==> src/design/quota_retry_pkg.sv <==
// ****************************************************************
// shared constants for fault retry and charge quota
// ****************************************************************
package quota_retry_pkg;
  // register byte offsets, multi-byte values most significant first
  localparam logic [7:0]  RECOVERY_CFG_OFS = 8'h15;
  localparam logic [7:0]  P1_TOTAL_OFS     = 8'h16;
  localparam logic [7:0]  P2_TOTAL_OFS     = 8'h1A;
  localparam logic [7:0]  P1_LIMIT_OFS     = 8'h1E;
  localparam logic [7:0]  P2_LIMIT_OFS     = 8'h20;
  localparam logic [7:0]  QUOTA_CFG_OFS    = 8'h22;
  // values after reset
  localparam logic [7:0]  RECOVERY_CFG_RST = 8'h2A;
  localparam logic [7:0]  QUOTA_CFG_RST    = 8'h11;
  localparam logic [15:0] LIMIT_RST        = 16'hFFFF;
  // recovery config field positions
  localparam int          LATCH_BIT        = 7;
  localparam int          RETRY_LSB        = 4;
  localparam int          TEST_LSB         = 2;
  localparam int          THR_LSB          = 0;
  // quota config: port p sits at bit 4*p
  localparam int          PORT_FIELD_STEP  = 4;
  localparam int          QEN_BIT          = 3;
  localparam int          QCLR_BIT         = 2;
  localparam int          QRESP_LSB        = 0;
  // widths and scaling
  localparam int          COUNT_W          = 26;
  localparam int          LIMIT_W          = 16;
  localparam int          STEP_W           = 16;
  localparam int          COUNT_PAD        = 6;
  localparam int          LIMIT_SHIFT      = 10;
  // timing
  localparam int          CLK_PERIOD_NS    = 10;
  localparam int          MS_NS            = 1000000;
  localparam int          CYCLES_PER_MS    = MS_NS / CLK_PERIOD_NS;
  localparam int          MS_DIV_W         = 17;
  localparam int          RETRY_BASE_MS    = 15;
  localparam int          RETRY_STEP_MS    = 5;
  localparam int          TEST_BASE_MS     = 10;
  localparam int          TEST_STEP_MS     = 5;
  localparam int          UPDATE_PERIOD_MS = 1000;
  // quota response codes
  localparam logic [1:0]  RESP_REPORT      = 2'h0;
  localparam logic [1:0]  RESP_DISCONNECT  = 2'h1;
  localparam logic [1:0]  RESP_SLEEP       = 2'h2;
  localparam logic [1:0]  RESP_IGNORE      = 2'h3;
  // fault handling states
  typedef enum logic [1:0] {
    ST_RUN  = 2'b00,
    ST_WAIT = 2'b01,
    ST_TEST = 2'b10,
    ST_HOLD = 2'b11
  } fault_state_type;
endpackage

==> src/design/charge_accumulator.sv <==
`timescale 1ns/1ns
`default_nettype none
// ****************************************************************
// one port: charge counter and quota compare
// ****************************************************************
module charge_accumulator
  import quota_retry_pkg::*;
(
  input  wire logic                               i_mclk,
  input  wire logic                               i_rst_n,
  input  wire logic                               i_update,
  input  wire logic                               i_enable,
  input  wire logic                               i_clear,
  input  wire logic [quota_retry_pkg::STEP_W-1:0]  i_step,
  input  wire logic [quota_retry_pkg::LIMIT_W-1:0] i_limit,
  output logic      [quota_retry_pkg::COUNT_W-1:0] o_count,
  output logic                                    o_hit
);
  import quota_retry_pkg::*;

  logic [COUNT_W:0]   sum;       // one spare bit for saturation
  logic [COUNT_W-1:0] count_next;

  // saturating add of this second's charge
  always_comb begin
    sum        = {1'b0, o_count} + {{(COUNT_W+1-STEP_W){1'b0}}, i_step};
    count_next = sum[COUNT_W] ? {COUNT_W{1'b1}} : sum[COUNT_W-1:0];
  end

  // ****************************************************************
  // counter: clear, or add once per update, otherwise hold
  // ****************************************************************
  always_ff @(posedge i_mclk) begin
    if (!i_rst_n) begin
      o_count <= '0;
    end else if (i_clear || !i_enable) begin
      o_count <= '0;
    end else if (i_update) begin
      o_count <= count_next;
    end
  end

  // ****************************************************************
  // quota flag: set on an update at or past the limit, clear or disable wins
  // ****************************************************************
  always_ff @(posedge i_mclk) begin
    if (!i_rst_n) begin
      o_hit <= 1'b0;
    end else if (i_update && i_enable && !i_clear &&
                 count_next[COUNT_W-1:LIMIT_SHIFT] >= i_limit) begin
      o_hit <= 1'b1;
    end else if (i_clear || !i_enable) begin
      o_hit <= 1'b0;
    end
  end
endmodule
`default_nettype wire

==> src/design/fault_retry_quota.sv <==
`timescale 1ns/1ns
`default_nettype none
// Functional notes
// - latch mode: hold error until software clears
// - retry mode: recover automatically, no software
// - retry delay 15 to 50 ms, 5 ms steps
// - test interval 10, 15, 20, 25 ms
// - short clear needs voltage above selected threshold
// - test: low current, switch on, recheck
// - 26-bit count in upper word bits
// - count clears only on clear or disable
// - count kept outside active, resumes later
// - count updates each second, active only
// - counts retained through sleep
// - count at or above limit sets flag
// - 16-bit limit, resets to all ones
// - response: report, disconnect, sleep, ignore
module fault_retry_quota
  import quota_retry_pkg::*;
#(
  parameter int CYCLES_PER_MS_P = quota_retry_pkg::CYCLES_PER_MS
)(
  input  wire logic                              i_mclk,
  input  wire logic                              i_rst_n,
  input  wire logic [7:0]                        i_reg_addr,
  input  wire logic                              i_reg_wr,
  input  wire logic [7:0]                        i_reg_wdata,
  input  wire logic                              i_reg_rd,
  output logic      [7:0]                        o_reg_rdata,
  input  wire logic                              i_fault,
  input  wire logic                              i_vbus_above_test,
  input  wire logic                              i_err_clear,
  input  wire logic                              i_active,
  input  wire logic [quota_retry_pkg::STEP_W-1:0] i_port1_charge_step,
  input  wire logic [quota_retry_pkg::STEP_W-1:0] i_port2_charge_step,
  output logic                                   o_err_flag,
  output logic                                   o_test_current,
  output logic                                   o_switch_on,
  output logic      [1:0]                        o_short_clear_threshold_select,
  output logic                                   o_port1_quota_hit,
  output logic                                   o_port2_quota_hit,
  output logic                                   o_port1_disconnect,
  output logic                                   o_port2_disconnect,
  output logic                                   o_sleep_request
);
  import quota_retry_pkg::*;

  // ****************************************************************
  // registers and state
  // ****************************************************************
  logic [7:0]          recovery_cfg_reg;       // fault recovery config
  logic [7:0]          quota_cfg_reg;          // per-port enable, clear, response
  logic [LIMIT_W-1:0]  limit_reg [2];          // quota limits
  logic [31:0]         shadow_reg [2];         // read snapshot of counts
  logic [1:0]          sync1_reg;              // first sync stage
  logic [1:0]          sync2_reg;              // fault, vbus ok
  logic [MS_DIV_W-1:0] ms_div_reg;             // cycles within a ms
  logic                ms_tick;                // one-cycle ms enable
  logic [9:0]          sec_div_reg;            // ms within a second
  logic                sec_tick;               // one-cycle update enable
  fault_state_type     state_reg;              // fault handling state
  logic [5:0]          timer_reg;              // ms in current state
  logic [5:0]          retry_ms;               // selected retry delay
  logic [5:0]          test_ms;                // selected test interval
  logic [COUNT_W-1:0]  count [2];              // live counts
  logic [1:0]          hit;                    // quota flags
  logic [STEP_W-1:0]   step [2];               // per-second charge
  logic [1:0]          resp [2];               // per-port response
  logic                fault_s;                // synced fault
  logic                vbus_ok_s;              // synced comparator
  logic [7:0]          rdata_next;             // read mux

  assign fault_s   = sync2_reg[0];
  assign vbus_ok_s = sync2_reg[1];
  assign step[0]   = i_port1_charge_step;
  assign step[1]   = i_port2_charge_step;
  assign retry_ms  = 6'(RETRY_BASE_MS + RETRY_STEP_MS * int'(recovery_cfg_reg[RETRY_LSB +: 3]));
  assign test_ms   = 6'(TEST_BASE_MS + TEST_STEP_MS * int'(recovery_cfg_reg[TEST_LSB +: 2]));
  assign ms_tick   = (ms_div_reg == MS_DIV_W'(CYCLES_PER_MS_P - 1));
  assign sec_tick  = ms_tick && (sec_div_reg == 10'(UPDATE_PERIOD_MS - 1));

  // ****************************************************************
  // pin synchronisers
  // ****************************************************************
  always_ff @(posedge i_mclk) begin
    if (!i_rst_n) begin
      sync1_reg <= 2'h0;
      sync2_reg <= 2'h0;
    end else begin
      sync1_reg <= {i_vbus_above_test, i_fault};
      sync2_reg <= sync1_reg;
    end
  end

  // ****************************************************************
  // dividers: ms enable, then one-second update enable
  // ****************************************************************
  always_ff @(posedge i_mclk) begin
    if (!i_rst_n) begin
      ms_div_reg <= '0;
    end else if (ms_tick) begin
      ms_div_reg <= '0;
    end else begin
      ms_div_reg <= ms_div_reg + 1'b1;
    end
  end

  // second counter only runs in the active state
  always_ff @(posedge i_mclk) begin
    if (!i_rst_n || !i_active) begin
      sec_div_reg <= '0;
    end else if (sec_tick) begin
      sec_div_reg <= '0;
    end else if (ms_tick) begin
      sec_div_reg <= sec_div_reg + 1'b1;
    end
  end

  // ****************************************************************
  // register writes, single byte, msb at lowest address
  // ****************************************************************
  always_ff @(posedge i_mclk) begin
    if (!i_rst_n) begin
      recovery_cfg_reg <= RECOVERY_CFG_RST;
      quota_cfg_reg    <= QUOTA_CFG_RST;
      limit_reg[0]     <= LIMIT_RST;
      limit_reg[1]     <= LIMIT_RST;
    end else if (i_reg_wr) begin
      unique case (i_reg_addr)
        RECOVERY_CFG_OFS:     recovery_cfg_reg    <= i_reg_wdata;
        QUOTA_CFG_OFS:        quota_cfg_reg       <= i_reg_wdata;
        P1_LIMIT_OFS:         limit_reg[0][15:8]  <= i_reg_wdata;
        P1_LIMIT_OFS + 8'h01: limit_reg[0][7:0]   <= i_reg_wdata;
        P2_LIMIT_OFS:         limit_reg[1][15:8]  <= i_reg_wdata;
        P2_LIMIT_OFS + 8'h01: limit_reg[1][7:0]   <= i_reg_wdata;
        default: ;                                         // others read-only
      endcase
    end
  end

  // ****************************************************************
  // fault handling state machine
  // ****************************************************************
  always_ff @(posedge i_mclk) begin
    if (!i_rst_n) begin
      state_reg <= ST_RUN;
      timer_reg <= '0;
    end else begin
      unique case (state_reg)
        ST_RUN: begin
          timer_reg <= '0;
          if (fault_s) begin
            state_reg <= recovery_cfg_reg[LATCH_BIT] ? ST_HOLD : ST_WAIT;
          end
        end
        ST_WAIT: begin
          if (ms_tick && timer_reg == retry_ms - 6'h01) begin
            state_reg <= ST_TEST;
            timer_reg <= '0;
          end else if (ms_tick) begin
            timer_reg <= timer_reg + 6'h01;
          end
        end
        ST_TEST: begin
          if (ms_tick && timer_reg == test_ms - 6'h01) begin
            state_reg <= vbus_ok_s ? ST_RUN : ST_WAIT;
            timer_reg <= '0;
          end else if (ms_tick) begin
            timer_reg <= timer_reg + 6'h01;
          end
        end
        ST_HOLD: begin
          if (i_err_clear) begin
            state_reg <= ST_RUN;
          end
        end
      endcase
    end
  end

  // fault outputs follow the state, threshold select the config, one cycle later
  always_ff @(posedge i_mclk) begin
    if (!i_rst_n) begin
      o_err_flag     <= 1'b0;
      o_test_current <= 1'b0;
      o_switch_on    <= 1'b1;
      o_short_clear_threshold_select <= RECOVERY_CFG_RST[THR_LSB +: 2];
    end else begin
      o_err_flag     <= (state_reg != ST_RUN);
      o_test_current <= (state_reg == ST_TEST);
      o_switch_on    <= (state_reg == ST_RUN) || (state_reg == ST_TEST);
      o_short_clear_threshold_select <= recovery_cfg_reg[THR_LSB +: 2];
    end
  end

  // ****************************************************************
  // per-port accumulators, independent of each other
  // ****************************************************************
  for (genvar p = 0; p < 2; p++) begin : g_port
    assign resp[p] = quota_cfg_reg[p*PORT_FIELD_STEP + QRESP_LSB +: 2];
    charge_accumulator u_acc (
      .i_mclk   (i_mclk),
      .i_rst_n  (i_rst_n),
      .i_update (sec_tick && i_active),
      .i_enable (quota_cfg_reg[p*PORT_FIELD_STEP + QEN_BIT]),
      .i_clear  (quota_cfg_reg[p*PORT_FIELD_STEP + QCLR_BIT]),
      .i_step   (step[p]),
      .i_limit  (limit_reg[p]),
      .o_count  (count[p]),
      .o_hit    (hit[p])
    );
  end
  assign o_port1_quota_hit = hit[0];
  assign o_port2_quota_hit = hit[1];

  // quota response decode
  always_ff @(posedge i_mclk) begin
    if (!i_rst_n) begin
      o_port1_disconnect <= 1'b0;
      o_port2_disconnect <= 1'b0;
      o_sleep_request    <= 1'b0;
    end else begin
      o_port1_disconnect <= hit[0] && (resp[0] == RESP_DISCONNECT || resp[0] == RESP_SLEEP);
      o_port2_disconnect <= hit[1] && (resp[1] == RESP_DISCONNECT || resp[1] == RESP_SLEEP);
      o_sleep_request    <= (hit[0] && resp[0] == RESP_SLEEP) ||
                            (hit[1] && resp[1] == RESP_SLEEP);
    end
  end

  // ****************************************************************
  // reads: msb byte read snapshots the whole count
  // ****************************************************************
  always_ff @(posedge i_mclk) begin
    if (!i_rst_n) begin
      shadow_reg[0] <= '0;
      shadow_reg[1] <= '0;
    end else if (i_reg_rd && i_reg_addr == P1_TOTAL_OFS) begin
      shadow_reg[0] <= {count[0], {COUNT_PAD{1'b0}}};
    end else if (i_reg_rd && i_reg_addr == P2_TOTAL_OFS) begin
      shadow_reg[1] <= {count[1], {COUNT_PAD{1'b0}}};
    end
  end

  // read mux, unmapped reads return zero
  always_comb begin
    unique case (i_reg_addr)
      RECOVERY_CFG_OFS:     rdata_next = recovery_cfg_reg;
      QUOTA_CFG_OFS:        rdata_next = quota_cfg_reg;
      P1_TOTAL_OFS:         rdata_next = count[0][COUNT_W-1 -: 8];
      P1_TOTAL_OFS + 8'h01: rdata_next = shadow_reg[0][23:16];
      P1_TOTAL_OFS + 8'h02: rdata_next = shadow_reg[0][15:8];
      P1_TOTAL_OFS + 8'h03: rdata_next = shadow_reg[0][7:0];
      P2_TOTAL_OFS:         rdata_next = count[1][COUNT_W-1 -: 8];
      P2_TOTAL_OFS + 8'h01: rdata_next = shadow_reg[1][23:16];
      P2_TOTAL_OFS + 8'h02: rdata_next = shadow_reg[1][15:8];
      P2_TOTAL_OFS + 8'h03: rdata_next = shadow_reg[1][7:0];
      P1_LIMIT_OFS:         rdata_next = limit_reg[0][15:8];
      P1_LIMIT_OFS + 8'h01: rdata_next = limit_reg[0][7:0];
      P2_LIMIT_OFS:         rdata_next = limit_reg[1][15:8];
      P2_LIMIT_OFS + 8'h01: rdata_next = limit_reg[1][7:0];
      default:              rdata_next = 8'h00;
    endcase
  end

  // registered read data
  always_ff @(posedge i_mclk) begin
    if (!i_rst_n) begin
      o_reg_rdata <= 8'h00;
    end else if (i_reg_rd) begin
      o_reg_rdata <= rdata_next;
    end
  end
endmodule
`default_nettype wire

==> config.mk <==
export PLATFORM = sky130hd
export DESIGN_NAME = fault_retry_quota
export DESIGN_NICKNAME = d
export VERILOG_FILES = /design/src/design/quota_retry_pkg.sv /design/src/design/charge_accumulator.sv /design/src/design/fault_retry_quota.sv
export SDC_FILE = /design/constraint.sdc
export NUM_CORES = 1
export LEC_CHECK = 0
export BUFFER_PORTS_ARGS = -buffer_cell sky130_fd_sc_hd__buf_2
export CAP_MARGIN = 25
export CORE_ASPECT_RATIO = 0.9
export CORE_MARGIN = 5
export CORE_UTILIZATION = 28
export CTS_CLUSTER_DIAMETER = 200
export DETAILED_ROUTE_END_ITERATION = 6
export SYNTH_ARGS = -nofsm -noshare
export SYNTH_HDL_FRONTEND = slang
export SYNTH_SLANG_ARGS = --single-unit
==> constraint.sdc <==
create_clock -name i_mclk -period 5.9 [get_ports i_mclk]
set_input_delay 1.18 -clock i_mclk [delete_from_list [all_inputs] [get_ports i_mclk]]
set_output_delay 1.18 -clock i_mclk [all_outputs]
set_load 0.1 [all_outputs]
Word-level counts from Yosys, hierarchy flattened:

Memory sizes are Yosys's and may differ from the RTL's.
Index checks and enable logic that the tools add are counted.

* register bits: 125
* RAM bits: 84
* output and inout port bits: 18
* memories kept: 2

Memories
* shadow_reg: depth 2, bits a word 26, read ports 2, clocked after Yosys merged registers in 0, wr ports 2, RTL line fault_retry_quota.sv:54 `logic [31:0] shadow_reg [2];`
* limit_reg: depth 2, bits a word 16, read ports 2, clocked after Yosys merged registers in 0, wr ports 2, RTL line fault_retry_quota.sv:53 `logic [LIMIT_W-1:0] limit_reg [2];`

* add/sub/neg operators: 9
* multipliers: 2
* $lt $le $gt $ge: 2
* eq/ne operators: 29
* muxes and demuxes: 48
* bitwise logic cells: 7
* reduce and logical (&&, ||, !) cells: 41

Operator list (count)
* $pmux W8 S14: 1
* $mux W26: 4
* $eq A8 B5 Y1 const B: 11
* $add A26 B16 Y27: 2
* $ge A16 B16 Y1: 2
* $mux W8: 4
* $mux W1: 29
* $eq A8 B6 Y1 const B: 3
* $mux W6: 3
* $pmux W6 S3: 1
* $add A17 B1 Y17 const B: 1
* $eq A17 B17 Y1 const B: 1
* $logic_and A1 B1 Y1: 16
* $eq A6 B6 Y1: 2
* $sub A6 B1 Y6 const B: 2
* $add A10 B1 Y10 const B: 1
* $eq A10 B10 Y1 const B: 1
* $mux W2: 5
* $eq A2 B2 Y1 const B: 4
* $ne A2 B2 Y1 const B: 4
* $pmux W2 S4: 1
* $reduce_or A2 Y1: 4
* $logic_or A1 B1 Y1: 7
* $add A4 B5 Y6 const A: 1
* 13 further kinds: 28

Logic depth before layout (Yosys ltp):

* word-level depth: 7
* gate-level depth with buffers: 18
* depth with buffers taken out: 18

Modules after synthesis:

From an unflattened synthesis, not the netlist that was laid out.

* cell total of the unflattened synthesis: 1297
* area, all modules: 11776.3 sq um

By module, submodules not included
* fault_retry_quota: instances 1, cells each 660, area an instance 6685.2 sq um
* charge_accumulator (g_port[1].u_acc): instances 1, cells each 318, area an instance 2591.2 sq um
* charge_accumulator (g_port[0].u_acc): instances 1, cells each 319, area an instance 2499.9 sq um

Least setup slack after synthesis:

No wires, ideal clock.

* path kind: input -> register
* start: input i_port2_charge_step[0] (netlist name)
* end: register g_port[1].u_acc.o_hit
* setup time: 134 ps
* arrival: 4354 ps
* required time: 5766 ps
* path slack: 1412 ps
* stages: 18
* path buffers: 2
* cells stage by stage: ha_1 > fa_1 > a21o_1 > a221oi_4 > o21ai_2 > a21boi_4 > or2_1 > buf_4 > buf_2 > nand2_1 > ha_1 > a21o_1 > a21o_1 > a21oi_1 > o21ai_0 > o21a_1 > o21ai_0 > a31oi_1

* longest elaborated chain between the ends: 5
* elaborated cells between the ends (all ways): 6

RTL lines
* start: declaration: RTL line fault_retry_quota.sv:35 `input wire logic [quota_retry_pkg::STEP_W-1:0] i_port2_charge_step,`
* $add A26 B16 Y27 (*): RTL line charge_accumulator.sv:26 `sum = {1'b0, o_count} + {{(COUNT_W+1-STEP_W){1'b0}}, i_step};`
* $mux W26 (*): RTL line charge_accumulator.sv:27 `count_next = sum[COUNT_W] ? {COUNT_W{1'b1}} : sum[COUNT_W-1:0];`
* via g_port[1].u_acc.count_next[19]: RTL line charge_accumulator.sv:22 `logic [COUNT_W-1:0] count_next;`
* $ge A16 B16 Y1 (*): RTL line charge_accumulator.sv:50 `count_next[COUNT_W-1:LIMIT_SHIFT] >= i_limit) begin`
* $logic_and A1 B1 Y1 (*): RTL line charge_accumulator.sv:49 `end else if (i_update && i_enable && !i_clear &&`
* $mux W1 / $reduce_bool A2 Y1 (equally long branches)
* end signal: assignment: RTL line charge_accumulator.sv:48 `o_hit <= 1'b0;`
* end signal: assignment: RTL line charge_accumulator.sv:51 `o_hit <= 1'b1;`
* end signal: assignment: RTL line charge_accumulator.sv:53 `o_hit <= 1'b0;`
* end: declaration: RTL line charge_accumulator.sv:17 `output logic o_hit`

Mark *: on every way through the listed nets, which the timed path passes. The rest lies on a longest branch.
A chain may end at the register's enable or synchronous reset.

Worst setup path after layout:

* start: input i_port1_charge_step[0] (netlist name)
* end: register g_port[0].u_acc.o_hit

* longest elaborated chain between the ends: 5
* elaborated cells between the ends (all ways): 6

RTL lines
* start: declaration: RTL line fault_retry_quota.sv:34 `input wire logic [quota_retry_pkg::STEP_W-1:0] i_port1_charge_step,`
* $add A26 B16 Y27 (*): RTL line charge_accumulator.sv:26
* $mux W26 (*): RTL line charge_accumulator.sv:27
* $ge A16 B16 Y1 (*): RTL line charge_accumulator.sv:50
* $logic_and A1 B1 Y1 (*): RTL line charge_accumulator.sv:49
* $mux W1 / $reduce_bool A2 Y1 (equally long branches)
* end signal: assignment: RTL line charge_accumulator.sv:48
* end signal: assignment: RTL line charge_accumulator.sv:51
* end signal: assignment: RTL line charge_accumulator.sv:53
* end: declaration: RTL line charge_accumulator.sv:17

Every way passes the cells marked *; elsewhere a longest branch is shown, timed or not.

==> impl_metrics.json <==
{
  "hold-worst-slack_ps": 441,
  "yosysWarnings": 0,
  "via_count": 9885,
  "synth_ff_type": "dfxtp_1",
  "synth_top_area_share_pct": 21.5,
  "place.port_buffers": 73,
  "clkPwrFrac_pct": 39.0,
  "max_freq_mhz": 228,
  "largest_reg_flops": 52,
  "synthMuxAreaShare_pct": 2.73,
  "antenna_found_initial": 1,
  "grt_pass1_wl_um": 54400,
  "cts_buffer_depth": 2,
  "ios": 74,
  "start_util_pct": 28.5,
  "hold_viol": 0,
  "synth.distinct_cells": 95,
  "num_rows": 70,
  "avgSynthCellArea_um2": 9.00,
  "synthToLayoutAreaGrowth_pct": 12.7,
  "wirelength_um": 35300,
  "die_x_um": 225,
  "cp_max_fo": 12,
  "startpoint_type": "input port",
  "outcome": "finished clean",
  "grt.overflow.total": 0,
  "cts_tree": "done",
  "required_ps": 6230,
  "cts-root-buf": "clkbuf_16",
  "finalCriticalPeriod_ps": 4380,
  "switching_share_pct": 28.6,
  "hold_end": "sync2_reg[0]$_SDFF_PN0_",
  "end_kind": "flop",
  "grt_pass1_vias": 9404,
  "internal-power_mw": 2.09,
  "finalNetCount": 1484,
  "fillers": 4312,
  "crit_chain": "buf_2 -> ha_1 -> inv_1 -> fa_1 -> nor2b_1 -> o21bai_1 -> a211oi_2 -> o21ai_1 -> a211oi_2 -> buf_4 -> nor2_1 -> ha_1 -> nand2b_1 -> a21oi_1 -> nor2b_1 -> o21ai_0 -> a21oi_1 -> o41ai_1 -> a31oi_1",
  "ctsResizeCount": 0,
  "total_power_mw": 2.93,
  "clock_skew_ps": 12.2,
  "clock-sinks": 193,
  "gp_congestion": 0.955,
  "period_share_pct": 74.3,
  "hold_class": "reg -> reg",
  "slew_headroom_pct": 27.4,
  "critPathSlowestCell": "fa_1",
  "yosysMostFrequentCell": "nor2_1",
  "worst_slack_ps": 1520,
  "rsz0062_at_grt": "no",
  "seq_power_share_pct": 49.3,
  "cap_violations": 0,
  "setup_viol": 0,
  "synth_fa_ha_area_share_pct": 9.30,
  "cp.buffers_inverters": 3,
  "critical_path_class": "in -> reg",
  "synth-xor-area-share_pct": 5.28,
  "dp_slack_ps": 1090,
  "p_sw_mw": 0.837,
  "min-delay-start": "sync1_reg[0]$_SDFF_PN0_",
  "power_density_nw_per_um2": 223,
  "cts-hold-fix-buffers": 0,
  "grt_max_degree": 40,
  "critical_path_arrival_ps": 4710,
  "synthCells": 1292,
  "reg2reg_to": "g_port[0].u_acc.o_hit$_SDFFE_PN0P_",
  "synth_top_family_by_area": "simple AND/OR/NAND/NOR gates",
  "tightest_slew_ps": 1090,
  "yosysSeqAreaShare_pct": 39.1,
  "synth_top_area_cell": "dfxtp_1",
  "synthArstFlopShare_pct": 0,
  "drive_gt1_share_pct": 12.2,
  "regArea_um2": 4540,
  "synthSimpleGateAreaFrac_pct": 20.8,
  "drt-initial-drc-count": 930,
  "synth.area.top_cells": "dfxtp_1 22%, edfxtp_1 18%, ha_1 8.6%, nor2_1 4.4%, nand2_1 3.6%",
  "clk_pin_slew_ps": 80,
  "critPathMaxStageDelay_ps": 400,
  "reg2reg_from": "g_port[0].u_acc.o_count[0]$_SDFFE_PP0P_",
  "globalRouteTotalUtil_pct": 15.2,
  "synth_edf_count": 68,
  "dpl.hpwl_um": 27100,
  "reg2reg_slack_ps": 1940,
  "p_leak_nw": 5.24,
  "synth_nets": 1432,
  "htreeDepth": 4,
  "via_per_inst": 5.21,
  "ys_ff_latch": 193,
  "ant_nets": 0,
  "tns_ps": 0,
  "clk_latency_ps": 450,
  "cts_setup_buffers": 0,
  "first_pass_iters": 5,
  "place_area_um2": 12500,
  "crit_family": "compound AO/OA/AOI/OAI gates",
  "hold_depth": 1,
  "slew_violations": 0,
  "synthTopCellsByCount": "135 x nor2_1, 125 x dfxtp_1, 112 x nand2_1",
  "coreArea_um2": 40800,
  "multiInputGateArea_um2": 6620,
  "synthesis.area_um2": 11600,
  "pwr-share-comb_pct": 11.7,
  "wl_per_cell_um": 18.6,
  "worst_ir_drop_vdd_v": 0.000227,
  "die_h_um": 203,
  "dieArea_um2": 45700,
  "fin_area_um2": 13100,
  "synth-compound-area-share_pct": 18.8,
  "cts_made_buffers": 17,
  "r2r_cells": 18,
  "drc": 0
}
==> per-stage QoR <==
stage          instances  utilization [%]
2_1_floorplan       1292                -
3_3_place_gp        1865             30.7
3_5_place_dp        1865             30.7
4_1_cts             1897             32.1
5_1_grt             1898             32.1
6_report            1899             32.1
==> metal layers <==
| metal | share of wire, % | track usage (%) | wire (um) | vias to the layer above |
|---|---|---|---|---|
| li1 | - | - | - | 4800 |
| met1 | 50 | 23.8 | 17700 | 4714 |
| met2 | 40 | 21.2 | 14200 | 338 |
| met3 | 8.4 | 2.98 | 2960 | 33 |
| met4 | 1.2 | 3.33 | 409 | 0 |
| met5 | 0 | 0 | 0 | - |
==> final cells by class <==
class	instances	share of cell area [%]
multi-input cells	986	50.5
flip-flops and latches	193	34.7
well taps	540	5.16
repair buffers	87	3.59
clock buffers	17	3.25
inverters	59	1.69
clock inverters	15	1.07
diodes	2	0.0382
==> how the worst max path moves through the flow <==
stage	startpoint	endpoint	cells past startpoint
finish	i_port1_charge_step[0]	g_port[0].u_acc.o_hit$_SDFFE_PN0P_	19
global route	i_port1_charge_step[0]	g_port[0].u_acc.o_hit$_SDFFE_PN0P_	19
CTS	i_port1_charge_step[0]	g_port[0].u_acc.o_hit$_SDFFE_PN0P_	18
detailed placement	i_port1_charge_step[0]	g_port[0].u_acc.o_hit$_SDFFE_PN0P_	18
global placement	i_port1_charge_step[0]	g_port[0].u_acc.o_hit$_SDFFE_PN0P_	19
floorplan	i_port2_charge_step[0]	g_port[1].u_acc.o_hit$_SDFFE_PN0P_	18
==> logic make-up after synthesis <==
kind of cell | after synthesis
AND/OR/NAND/NOR | 486
AO/OA/AOI/OAI | 315
flip-flops | 193
buffers and inverters | 113
adder cells (fa/ha/maj) | 84
XOR/XNOR | 70
multiplexers | 31
==> worst register-to-register path, stage by stage (launching register included) <==
cell      delay [ps]
dfxtp_1          370
ha_1             180
inv_1             60
fa_1             400
nor2b_1          190
o21bai_1         140
a211oi_2         400
o21ai_1          200
a211oi_2         210
buf_4            230
nor2_1            90
ha_1             290
nand2b_1         140
a21oi_1          280
nor2b_1           90
o21ai_0          150
a21oi_1           80
o41ai_1          240
a31oi_1          120
==> power by group through the flow <==
stage | clock, mW | sequential [mW] | combinational, mW
2_1_floorplan | 0 | 1.51 | 0.194
3_3_place_gp | 0 | 1.47 | 0.335
3_5_place_dp | 0 | 1.47 | 0.339
4_1_cts | 1.16 | 1.44 | 0.341
5_1_grt | 1.21 | 1.45 | 0.372
6_report | 1.14 | 1.44 | 0.343
==> layout by cell type (no fill, tap or decap), drive strengths merged, types with 11 or more instances in the layout <==
cell type    n
a211oi      22
a21o        17
a21oi       72
a31oi       22
and2        47
and3        23
buf         87
clkbuf      17
dfxtp      125
edfxtp      68
ha          80
inv         68
mux2i       28
nand2      112
nand2b      17
nand3       40
nand4       24
nor2       137
nor3        44
o21a        13
o21ai       75
o31ai       11
xnor2       33
xor2        37
Power figures use the tool's default switching activity.
